[src/hdl/cpu_branch_pkg.sv]
// Shared types, constants and address helpers for the branch and state control core
package cpu_branch_pkg;

    typedef enum logic [1:0] {MODE_NORMAL, MODE_MIDDLE, MODE_ADVANCED, MODE_MAXIMUM} cpu_mode_type;

    typedef enum logic [2:0] {OP_JUMP_IND8, OP_CALL_IND8, OP_JUMP_EXT7, OP_CALL_EXT7,
                              OP_LEA} op_kind_type;

    typedef enum logic [1:0] {PTR_IND8, PTR_EXT7, PTR_VECTOR} ptr_sel_type;

    typedef enum logic [2:0] {PS_RESET, PS_EXCEPTION, PS_EXECUTE, PS_BUS_RELEASED,
                              PS_STOP} proc_state_type;

    localparam logic [31:0] EA16_MASK    = 32'h0000_ffff;
    localparam logic [31:0] PTR24_MASK   = 32'h00ff_ffff;
    localparam logic [31:0] EXT7_OFFSET  = 32'h0000_0080;
    localparam logic [7:0]  VEC_RESET    = 8'h00;
    localparam logic [7:0]  VEC_ADDR_ERR = 8'h09;
    localparam logic [31:0] PC_RESET     = 32'h0000_0000;
    localparam int          WORD_SHIFT   = 1;
    localparam int          LONG_SHIFT   = 2;

    function automatic logic is_normal(input cpu_mode_type m);
        return m == MODE_NORMAL;
    endfunction : is_normal

    // Normal mode drops the upper 16 bits and keeps a 16-bit address
    function automatic logic [31:0] trunc_ea(input cpu_mode_type m, input logic [31:0] ea);
        return is_normal(m) ? (ea & EA16_MASK) : ea;
    endfunction : trunc_ea

    // Fetched pointer to branch target
    function automatic logic [31:0] fmt_pointer(input cpu_mode_type m,
                                                input logic [31:0] rdata);
        if (is_normal(m))
        begin
            return rdata & EA16_MASK;
        end
        else if (m == MODE_MAXIMUM)
        begin
            return rdata;
        end
        return rdata & PTR24_MASK;
    endfunction : fmt_pointer

    // Table slot to byte address: word slots in normal mode, longword slots otherwise
    function automatic logic [31:0] scale_ptr(input cpu_mode_type m, input logic [31:0] x);
        return is_normal(m) ? (x << WORD_SHIFT) : (x << LONG_SHIFT);
    endfunction : scale_ptr

endpackage : cpu_branch_pkg

[src/hdl/ptr_address_gen.sv]
// Pointer location for memory-indirect branches and exception vectors
`timescale 1ns/1ps
`default_nettype none
module ptr_address_gen
    import cpu_branch_pkg::*;
(
    input  wire cpu_branch_pkg::cpu_mode_type cpu_mode,
    input  wire cpu_branch_pkg::ptr_sel_type  sel,
    input  wire logic [7:0]                   field,
    input  wire logic [31:0]                  vector_base_reg,
    output logic [31:0]                       ptr_addr,
    output logic                              ptr_long
);
    logic [31:0] raw;
    logic        fixed_vec;

    always_comb
    begin
        fixed_vec = (field == VEC_RESET) || (field == VEC_ADDR_ERR);
        case (sel)
            PTR_IND8:   raw = {24'h000000, field};
            PTR_EXT7:   raw = scale_ptr(cpu_mode, {25'h0, field[6:0]} + EXT7_OFFSET);
            PTR_VECTOR: raw = scale_ptr(cpu_mode, {24'h000000, field})
                              + (fixed_vec ? 32'h0000_0000 : vector_base_reg);
            default:    raw = 32'h0000_0000;
        endcase
        ptr_addr = trunc_ea(cpu_mode, raw);
        ptr_long = !is_normal(cpu_mode);
    end
endmodule : ptr_address_gen
`default_nettype wire

[src/hdl/lea_unit.sv]
// Effective address computation for the load-effective-address operation
`timescale 1ns/1ps
`default_nettype none
module lea_unit
    import cpu_branch_pkg::*;
(
    input  wire cpu_branch_pkg::cpu_mode_type cpu_mode,
    input  wire logic [31:0]                  reg_operand,
    input  wire logic [31:0]                  disp,
    input  wire logic [1:0]                   scale,
    output logic [31:0]                       ea
);
    logic [31:0] scaled;

    always_comb
    begin
        // Register-direct operand stands in for the index register
        scaled = reg_operand << scale;
        ea     = trunc_ea(cpu_mode, disp + scaled);
    end
endmodule : lea_unit
`default_nettype wire

[src/hdl/cpu_indirect_branch_and_state_control.sv]
// Processing-state sequencer with memory-indirect branch and address generation
// Functional notes
// - Indirect pointer location comes from the 8-bit field of the instruction.
// - Upper address bits of that pointer location are zero: range 0 to 255.
// - Normal mode fetches word pointers, 16-bit targets; other modes fetch longwords.
// - Middle and advanced modes force the top byte of longword pointers to zero.
// - Vectors are offset by the vector base, except reset and address error.
// - Extended pointer address is (7-bit field plus 0x80) times 2 or 4.
// - Extended pointers lie in 0x100-0x1ff normal, 0x200-0x3ff otherwise.
// - Normal mode truncates every effective address to 16 bits.
// - Load-effective-address writes the address to a register, no memory access.
// - Register-direct operand serves as index of the indexed-displacement sum.
// - Five main states: reset, exception, execute, bus released, stop.
// - Reset input low aborts everything and enters reset at once.
// - Core and peripherals stay initialised and stopped in reset.
// - All interrupts are masked throughout reset.
// - Reset exception handling starts once the reset input rises.
// - Watchdog overflow also forces the reset state.
// - Exceptions fetch a vector from the table and branch to it.
// - Bus request releases the bus and halts until it is returned.
// - Sleep or hardware standby enters the stop state, execution ceases.
`timescale 1ns/1ps
`default_nettype none
module cpu_indirect_branch_and_state_control
    import cpu_branch_pkg::*;
(
    input  wire logic                           core_clk,
    input  wire logic                           rst_n,
    input  wire cpu_branch_pkg::cpu_mode_type   cpu_mode,
    input  wire logic                           wdt_overflow,
    input  wire logic                           exc_req,
    input  wire logic [7:0]                     exc_vector,
    input  wire logic [31:0]                    vector_base_reg,
    input  wire logic                           op_valid,
    input  wire cpu_branch_pkg::op_kind_type    op_kind,
    input  wire logic [7:0]                     op_field,
    input  wire logic [3:0]                     op_len,
    input  wire logic [31:0]                    lea_index,
    input  wire logic [31:0]                    lea_disp,
    input  wire logic [1:0]                     lea_scale,
    input  wire logic [3:0]                     lea_dst,
    input  wire logic                           mem_ack,
    input  wire logic [31:0]                    mem_rdata,
    input  wire logic                           bus_req,
    input  wire logic                           sleep_req,
    input  wire logic                           hw_standby,
    output logic                                op_ready,
    output logic                                mem_req,
    output logic [31:0]                         mem_addr,
    output logic                                mem_long,
    output logic                                bus_grant,
    output logic                                branch_valid,
    output logic                                branch_call,
    output logic [31:0]                         pc,
    output logic                                reg_wr_en,
    output logic [3:0]                          reg_wr_idx,
    output logic [31:0]                         reg_wr_data,
    output logic                                irq_mask,
    output logic                                periph_reset,
    output cpu_branch_pkg::proc_state_type      proc_state
);
    typedef enum logic [2:0] {ST_RESET, ST_VEC_FETCH, ST_EXECUTE, ST_PTR_FETCH,
                              ST_BUS_RELEASED, ST_STOP} seq_state_type;

    seq_state_type  state_reg,        state_next;
    logic [31:0]    pc_reg,           pc_next;
    logic [31:0]    mem_addr_reg,     mem_addr_next;
    logic           mem_long_reg,     mem_long_next;
    logic           mem_req_reg,      mem_req_next;
    logic           ptr_ext_reg,      ptr_ext_next;
    logic           branch_call_reg,  branch_call_next;
    logic           branch_valid_reg, branch_valid_next;
    logic           reg_wr_en_reg,    reg_wr_en_next;
    logic [3:0]     reg_wr_idx_reg,   reg_wr_idx_next;
    logic [31:0]    reg_wr_data_reg,  reg_wr_data_next;
    logic           bus_grant_reg,    bus_grant_next;
    logic           op_ready_reg,     op_ready_next;
    logic           irq_mask_reg,     irq_mask_next;
    logic           periph_reset_reg, periph_reset_next;
    proc_state_type proc_state_reg,   proc_state_next;

    ptr_sel_type    gen_sel;
    logic [7:0]     gen_field;
    logic [31:0]    gen_addr;
    logic           gen_long;
    logic [31:0]    lea_result;
    logic           is_ext_op;

    ptr_address_gen u_ptr_gen (
        .cpu_mode        (cpu_mode),
        .sel             (gen_sel),
        .field           (gen_field),
        .vector_base_reg (vector_base_reg),
        .ptr_addr        (gen_addr),
        .ptr_long        (gen_long)
    );

    lea_unit u_lea (
        .cpu_mode    (cpu_mode),
        .reg_operand (lea_index),
        .disp        (lea_disp),
        .scale       (lea_scale),
        .ea          (lea_result)
    );

    // Pointer generator select, kept apart from the sequencer to avoid a feedback path
    always_comb
    begin
        is_ext_op = (op_kind == OP_JUMP_EXT7) || (op_kind == OP_CALL_EXT7);
        gen_sel   = PTR_VECTOR;
        gen_field = exc_vector;
        if (state_reg == ST_RESET)
        begin
            gen_field = VEC_RESET;
        end
        else if (state_reg == ST_EXECUTE && !exc_req)
        begin
            gen_sel   = is_ext_op ? PTR_EXT7 : PTR_IND8;
            gen_field = op_field;
        end
    end

    always_comb
    begin
        state_next        = state_reg;
        pc_next           = pc_reg;
        mem_addr_next     = mem_addr_reg;
        mem_long_next     = mem_long_reg;
        ptr_ext_next      = ptr_ext_reg;
        branch_call_next  = branch_call_reg;
        branch_valid_next = 1'b0;
        reg_wr_en_next    = 1'b0;
        reg_wr_idx_next   = reg_wr_idx_reg;
        reg_wr_data_next  = reg_wr_data_reg;
        case (state_reg)
            ST_RESET:
            begin
                // Leaving reset loads the fixed reset vector address
                state_next    = ST_VEC_FETCH;
                mem_addr_next = gen_addr;
                mem_long_next = gen_long;
            end
            ST_VEC_FETCH:
            begin
                if (mem_ack)
                begin
                    pc_next    = fmt_pointer(cpu_mode, mem_rdata);
                    state_next = ST_EXECUTE;
                end
            end
            ST_EXECUTE:
            begin
                if (exc_req)
                begin
                    state_next    = ST_VEC_FETCH;
                    mem_addr_next = gen_addr;
                    mem_long_next = gen_long;
                end
                else if (bus_req)
                begin
                    state_next = ST_BUS_RELEASED;
                end
                else if (sleep_req || hw_standby)
                begin
                    state_next = ST_STOP;
                end
                else if (op_valid && op_ready_reg)
                begin
                    if (op_kind == OP_LEA)
                    begin
                        reg_wr_en_next   = 1'b1;
                        reg_wr_idx_next  = lea_dst;
                        reg_wr_data_next = lea_result;
                        pc_next          = trunc_ea(cpu_mode, pc_reg + {28'h0, op_len});
                    end
                    else
                    begin
                        state_next       = ST_PTR_FETCH;
                        mem_addr_next    = gen_addr;
                        mem_long_next    = gen_long;
                        ptr_ext_next     = is_ext_op;
                        branch_call_next = (op_kind == OP_CALL_IND8) || (op_kind == OP_CALL_EXT7);
                    end
                end
            end
            ST_PTR_FETCH:
            begin
                if (mem_ack)
                begin
                    pc_next           = fmt_pointer(cpu_mode, mem_rdata);
                    branch_valid_next = 1'b1;
                    state_next        = ST_EXECUTE;
                end
            end
            ST_BUS_RELEASED:
            begin
                if (!bus_req)
                begin
                    state_next = ST_EXECUTE;
                end
            end
            ST_STOP:
            begin
                // Standby only ends through reset; sleep wakes on an exception
                if (exc_req && !hw_standby)
                begin
                    state_next    = ST_VEC_FETCH;
                    mem_addr_next = gen_addr;
                    mem_long_next = gen_long;
                end
            end
            default:
            begin
                state_next = ST_RESET;
            end
        endcase
        if (wdt_overflow)
        begin
            // An op or fetch ending in the same cycle loses its register write and branch_valid, but pc_next still updates
            state_next        = ST_RESET;
            reg_wr_en_next    = 1'b0;
            branch_valid_next = 1'b0;
        end
        mem_req_next      = (state_next == ST_VEC_FETCH) || (state_next == ST_PTR_FETCH);
        bus_grant_next    = (state_next == ST_BUS_RELEASED);
        op_ready_next     = (state_next == ST_EXECUTE);
        irq_mask_next     = (state_next == ST_RESET);
        periph_reset_next = (state_next == ST_RESET);
        case (state_next)
            ST_RESET:        proc_state_next = PS_RESET;
            ST_VEC_FETCH:    proc_state_next = PS_EXCEPTION;
            ST_BUS_RELEASED: proc_state_next = PS_BUS_RELEASED;
            ST_STOP:         proc_state_next = PS_STOP;
            default:         proc_state_next = PS_EXECUTE;
        endcase
    end

    always_ff @(posedge core_clk or negedge rst_n)
    begin
        if (!rst_n)
        begin
            state_reg        <= ST_RESET;
            pc_reg           <= PC_RESET;
            mem_addr_reg     <= 32'h0000_0000;
            mem_long_reg     <= 1'b0;
            mem_req_reg      <= 1'b0;
            ptr_ext_reg      <= 1'b0;
            branch_call_reg  <= 1'b0;
            branch_valid_reg <= 1'b0;
            reg_wr_en_reg    <= 1'b0;
            reg_wr_idx_reg   <= 4'h0;
            reg_wr_data_reg  <= 32'h0000_0000;
            bus_grant_reg    <= 1'b0;
            op_ready_reg     <= 1'b0;
            irq_mask_reg     <= 1'b1;
            periph_reset_reg <= 1'b1;
            proc_state_reg   <= PS_RESET;
        end
        else
        begin
            state_reg        <= state_next;
            pc_reg           <= pc_next;
            mem_addr_reg     <= mem_addr_next;
            mem_long_reg     <= mem_long_next;
            mem_req_reg      <= mem_req_next;
            ptr_ext_reg      <= ptr_ext_next;
            branch_call_reg  <= branch_call_next;
            branch_valid_reg <= branch_valid_next;
            reg_wr_en_reg    <= reg_wr_en_next;
            reg_wr_idx_reg   <= reg_wr_idx_next;
            reg_wr_data_reg  <= reg_wr_data_next;
            bus_grant_reg    <= bus_grant_next;
            op_ready_reg     <= op_ready_next;
            irq_mask_reg     <= irq_mask_next;
            periph_reset_reg <= periph_reset_next;
            proc_state_reg   <= proc_state_next;
        end
    end

    assign op_ready     = op_ready_reg;
    assign mem_req      = mem_req_reg;
    assign mem_addr     = mem_addr_reg;
    assign mem_long     = mem_long_reg;
    assign bus_grant    = bus_grant_reg;
    assign branch_valid = branch_valid_reg;
    assign branch_call  = branch_call_reg;
    assign pc           = pc_reg;
    assign reg_wr_en    = reg_wr_en_reg;
    assign reg_wr_idx   = reg_wr_idx_reg;
    assign reg_wr_data  = reg_wr_data_reg;
    assign irq_mask     = irq_mask_reg;
    assign periph_reset = periph_reset_reg;
    assign proc_state   = proc_state_reg;
endmodule : cpu_indirect_branch_and_state_control
`default_nettype wire

[config.mk]
export PLATFORM = sky130hd
export DESIGN_NAME = cpu_indirect_branch_and_state_control
export DESIGN_NICKNAME = d
export VERILOG_FILES = /design/src/hdl/cpu_branch_pkg.sv /design/src/hdl/ptr_address_gen.sv /design/src/hdl/lea_unit.sv /design/src/hdl/cpu_indirect_branch_and_state_control.sv
export SDC_FILE = /design/constraint.sdc
export NUM_CORES = 1
export LEC_CHECK = 0
export ABC_AREA = 1
export BUFFER_PORTS_ARGS = -buffer_cell sky130_fd_sc_hd__buf_2
export CORE_MARGIN = 1.5
export CORE_UTILIZATION = 45
export CTS_CLUSTER_DIAMETER = 60
export DETAILED_ROUTE_END_ITERATION = 12
export PLACE_DENSITY = 0.71
export SYNTH_ARGS = -nofsm -noshare
export SYNTH_HDL_FRONTEND = slang
export SYNTH_SLANG_ARGS = --single-unit
export TNS_END_PERCENT = 30
[constraint.sdc]
create_clock -name core_clk -period 8.88 [get_ports core_clk]
set_clock_uncertainty 0.1 [all_clocks]
set_input_delay 0.888 -clock core_clk [delete_from_list [all_inputs] [get_ports core_clk]]
set_output_delay 0.888 -clock core_clk [all_outputs]
set_load 0.01 [all_outputs]
==> results.md <==
Outcome:
- The flow ran to the end, and the final reports show no timing, DRC or antenna violations.

Die:
- The vertical die dimension is ~150 um.
- The floorplan step defined a core boundary enclosing 21000 um^2.
- The initial utilization of the core area, before any placement, comes to 45.9%.
- The die footprint is 22400 um^2.
- The top-level port count is 280.
- The chip width is 150 um.
- The number of core rows is between 50 and 60.

Timing:
- Setup repair after global routing left no endpoint under its margin.
- The total negative setup slack is 0 ns.
- In this run the tightest slew margin relative to its limit is 22.6%.
- The post-route worst hold slack is between 0.3 and 0.4 ns.
- The count of endpoints failing setup in the final report is 0.
- In the finished design, the share of the clock period the worst path needs comes to 51.6%.
- The time the final worst path needs with I/O delays and setup is about 4.6 ns.
- The max-slew violation total from the final report came to 0.
- Timing would allow up to 218 MHz.
- The hold violation count in the final report is 0.
- The worst path meets setup with between 4 and 5 ns of slack.
- For the pin with the worst max-slew slack, the measured transition is 1.15 ns.

Global route:
- Global routing used 27.0% of the available tracks across all layers.
- Global routing consumed, on the met2 layer, around 43% of the routing resources.
- The first global-routing pass estimated 47900 um of wire.
- Global routing consumed, on the met3 layer, just over 4% of the routing resources.
- The met1 usage is 35.3%.
- After global routing the overflow that remains totals 0.
- The via count of the first global-routing pass is 9787.
- The number of antenna violations at the first check in global routing was 0.
- The maximum number of pins on one net before global-route repair is 66.
- met2 is the most crowded layer.

Detailed routing:
- The wire length per cell is 15.5 um.
- After detailed routing, the total wire length is 30300 um.
- The residual antenna-violating net count after detailed routing is 0.
- The DRC violation count after routing is 0.
- The via count is around 10000.
- The first TritonRoute pass finished after 7 iterations.
- The first routing iteration left 672 violations.
- The via count normalized by instance count is 5.32.

Finish:
- The top cell types in the final layout, fill and taps aside, are sky130_fd_sc_hd__nand2_1, sky130_fd_sc_hd__buf_2, sky130_fd_sc_hd__inv_1.
- The share of final-layout standard cells stronger than drive strength 1 is 22.0%.
- The area growth from synthesis to layout is 22.9%.
- At the end of the flow, the number of nets in the layout was 1875.
- The number of fillers in the final layout is about 2100.
- The finished cells cover 11900 um^2.
- For this run, the share of the core covered by cells in the final layout is ~56%.
- The commonest non-fill, non-tap cell in the layout is sky130_fd_sc_hd__nand2_1.
- The number of non-filler instances in the completed layout is 1948.

Setup path:
- The arrival time of data at the critical path endpoint is around 4.8 ns.
- In this design, the largest share of critical-path delay is due to simple AND/OR/NAND/NOR gates.
- The slowest cell on the critical path is sky130_fd_sc_hd__nand3_4.
- The required time of the critical path is 9.09 ns.
- The cell with the most instances on the worst path is sky130_fd_sc_hd__nand2_1.
- The largest fanout on the critical path is 49.
- The largest single stage delay on the critical path is 0.48 ns.
- The endpoint class of the critical path is a register.
- The buffers plus inverters on the worst setup path is 7.
- Traced cell by cell, the critical path runs through buf_2 -> inv_1 -> nand3_4 -> inv_1 -> nand2_1 -> nand3_2 -> nand2_1 -> inv_2 -> nand3_4 -> nand2_1 -> inv_1 -> ha_1 -> inv_1 -> nor3_1 -> nand2_1 -> o211ai_1 -> a21oi_1 -> nand3b_1 -> inv_1 -> nand2_1 -> nor2_2 -> nand3_1 -> nand3_1 -> nand2_1.
- By startpoint and endpoint, the worst setup path is classified as in2reg.
- The kind of start point of the critical path is a primary input.

Clock tree:
- The clock transition at the register clock pins on the worst setup and hold paths after CTS is 0.06 ns.
- The post-CTS setup-driven buffer insertion count is 0.
- The H-tree generated during clock tree synthesis spans 4 levels.
- Clock latency on the worst-skew pair, taken at its later pin, is 0.41 ns.
- The clock root buffer is sky130_fd_sc_hd__clkbuf_16.
- The number of buffers inserted by hold repair at cts is 0.
- The clock tree from TritonCTS is yes.
- The total CTS buffers is 17.
- Post-CTS repair changed the size of 0 cells.
- In this run the deepest clock path goes through 2 buffers.
- CTS saw 114 sinks.

Synthesis:
- The average instance in the mapped netlist occupies 6.90 um^2.
- The proportion of synthesized chip area in sequential cells is 29.6%.
- The most used flip-flop cell after synthesis is sky130_fd_sc_hd__dfrtp_1.
- In this run, distinct cell masters in the synthesized netlist total 56.
- For this run, asynchronously set or reset flops after synthesis account for between 90% and 100%.
- The number of warnings printed during yosys synthesis is 0.
- The number of flops mapped to enable cells by yosys is 0.
- Counting flops and latches in the post-synthesis netlist gives 114.
- Counting every net in the synthesized netlist gives 1615.
- After synthesis the cells add up to 9660 um^2.
- Synthesis produced 1399 cells.

Placed design:
- Input and output buffers added on the ports amount to about 280.
- Summed over all nets, the half-perimeter wirelength after detailed placement is ~24000 um.
- The instance area after placement is 11200 um^2.
- The final weighted congestion in routability-driven placement is 0.944.
- OpenSTA, run right after detailed placement, puts the worst setup slack at 3.91 ns.
- Including well taps, the total number of placed cells is approximately 1900.

Flow run:
- Max-cap violations in this run came to 0.

Power and ir drop:
- In this run the power density over the cells is between 150 and 200 nW/um^2.
- The total chip power is 2.27 mW.
- The static leakage is 6.33 nW.
- The maximum ir drop on the vdd rail is approximately 0.00010 V.

Min path:
- The worst hold path class is reg2reg.
-- per-layer routing --
metal  vias up  wire (um)
li1       5203          -
met1      4697      13600
met2       389      13600
met3        80       1740
met4         0       1330
met5         -          0
-- kinds of logic (layout without fill, tap and decap cells) --
family	Yosys count	count (layout)	synth area share (%)
multiplexers	46	46	4.77
buffers and inverters	213	486	8.81
AO/OA/AOI/OAI	290	290	16.9
adder cells (fa/ha/maj)	48	48	6.45
flip-flops	114	114	29.6
other	0	1	0
XOR/XNOR	31	31	2.81
AND/OR/NAND/NOR	657	657	30.7
-- final cells by class --
type                    instances  area, um^2  area share (%)
clock inverters                14         203            1.71
inverters                     170         638            5.38
repair buffers                284        1440            12.1
diodes                          1        2.50          0.0211
multi-input cells            1072        5960            50.2
flip-flops and latches        114        2850            24.0
well taps                     275         344            2.90
clock buffers                  18         429            3.62
-- where the power goes --
group | switching, mW | leakage, nW | total, mW | internal [mW]
clock | 0.267 | 0.305 | 0.740 | 0.474
sequential | 0.0921 | 1.46 | 0.704 | 0.612
combinational | 0.520 | 4.56 | 0.827 | 0.307
total | 0.879 | 6.33 | 2.27 | 1.39
-- cell usage after synthesis (all sizes together) (7+ instances only) --
library cell	count	area [um^2]
nand2	356	1380
inv	168	631
nor2	144	623
o21ai	123	616
dfrtp	113	2830
nand3	92	578
a21oi	91	459
mux2i	46	460
ha	45	563
clkbuf	26	97.6
nor3	25	125
nand4	22	138
xor2	21	184
buf	17	115
a31oi	14	87.6
o211ai	14	105
a21o	10	75.1
xnor2	10	87.6
or2	8	50.1
o22ai	7	43.8
-- worst reg2reg max path, stage by stage (launching register included) --
cell and delay (ns):
sky130_fd_sc_hd__dfrtp_1 0.45, sky130_fd_sc_hd__nor2_4 0.37, sky130_fd_sc_hd__nand3_4 0.30, sky130_fd_sc_hd__inv_1 0.30, sky130_fd_sc_hd__nand2_1 0.12, sky130_fd_sc_hd__nand3_2 0.11, sky130_fd_sc_hd__nand2_1 0.07, sky130_fd_sc_hd__inv_2 0.06
sky130_fd_sc_hd__nand3_4 0.48, sky130_fd_sc_hd__nand2_1 0.23, sky130_fd_sc_hd__inv_1 0.06, sky130_fd_sc_hd__ha_1 0.32, sky130_fd_sc_hd__inv_1 0.07, sky130_fd_sc_hd__nor3_1 0.18, sky130_fd_sc_hd__nand2_1 0.07, sky130_fd_sc_hd__o211ai_1 0.13
sky130_fd_sc_hd__a21oi_1 0.09, sky130_fd_sc_hd__nand3b_1 0.18, sky130_fd_sc_hd__inv_1 0.18, sky130_fd_sc_hd__nand2_1 0.15, sky130_fd_sc_hd__nor2_2 0.17, sky130_fd_sc_hd__nand3_1 0.08, sky130_fd_sc_hd__nand3_1 0.09, sky130_fd_sc_hd__nand2_1 0.05
-- final timing paths --
kind	start	to	slack, ns	depth (start not counted)
min in group asynchronous	rst_n	reg_wr_data[29]	0.39	1
worst max-delay path	exc_req	mem_addr[21]	4.30	24
max in group asynchronous	rst_n	reg_wr_data[20]	6.98	2
worst min register to register	reg_wr_data[0]	reg_wr_data[0]	0.38	2
worst min-delay path	reg_wr_data[0]	reg_wr_data[0]	0.38	2
worst max register to register	state_reg[0]	mem_addr[21]	4.34	23
No activity file was read; power rests on OpenSTA's default activity.
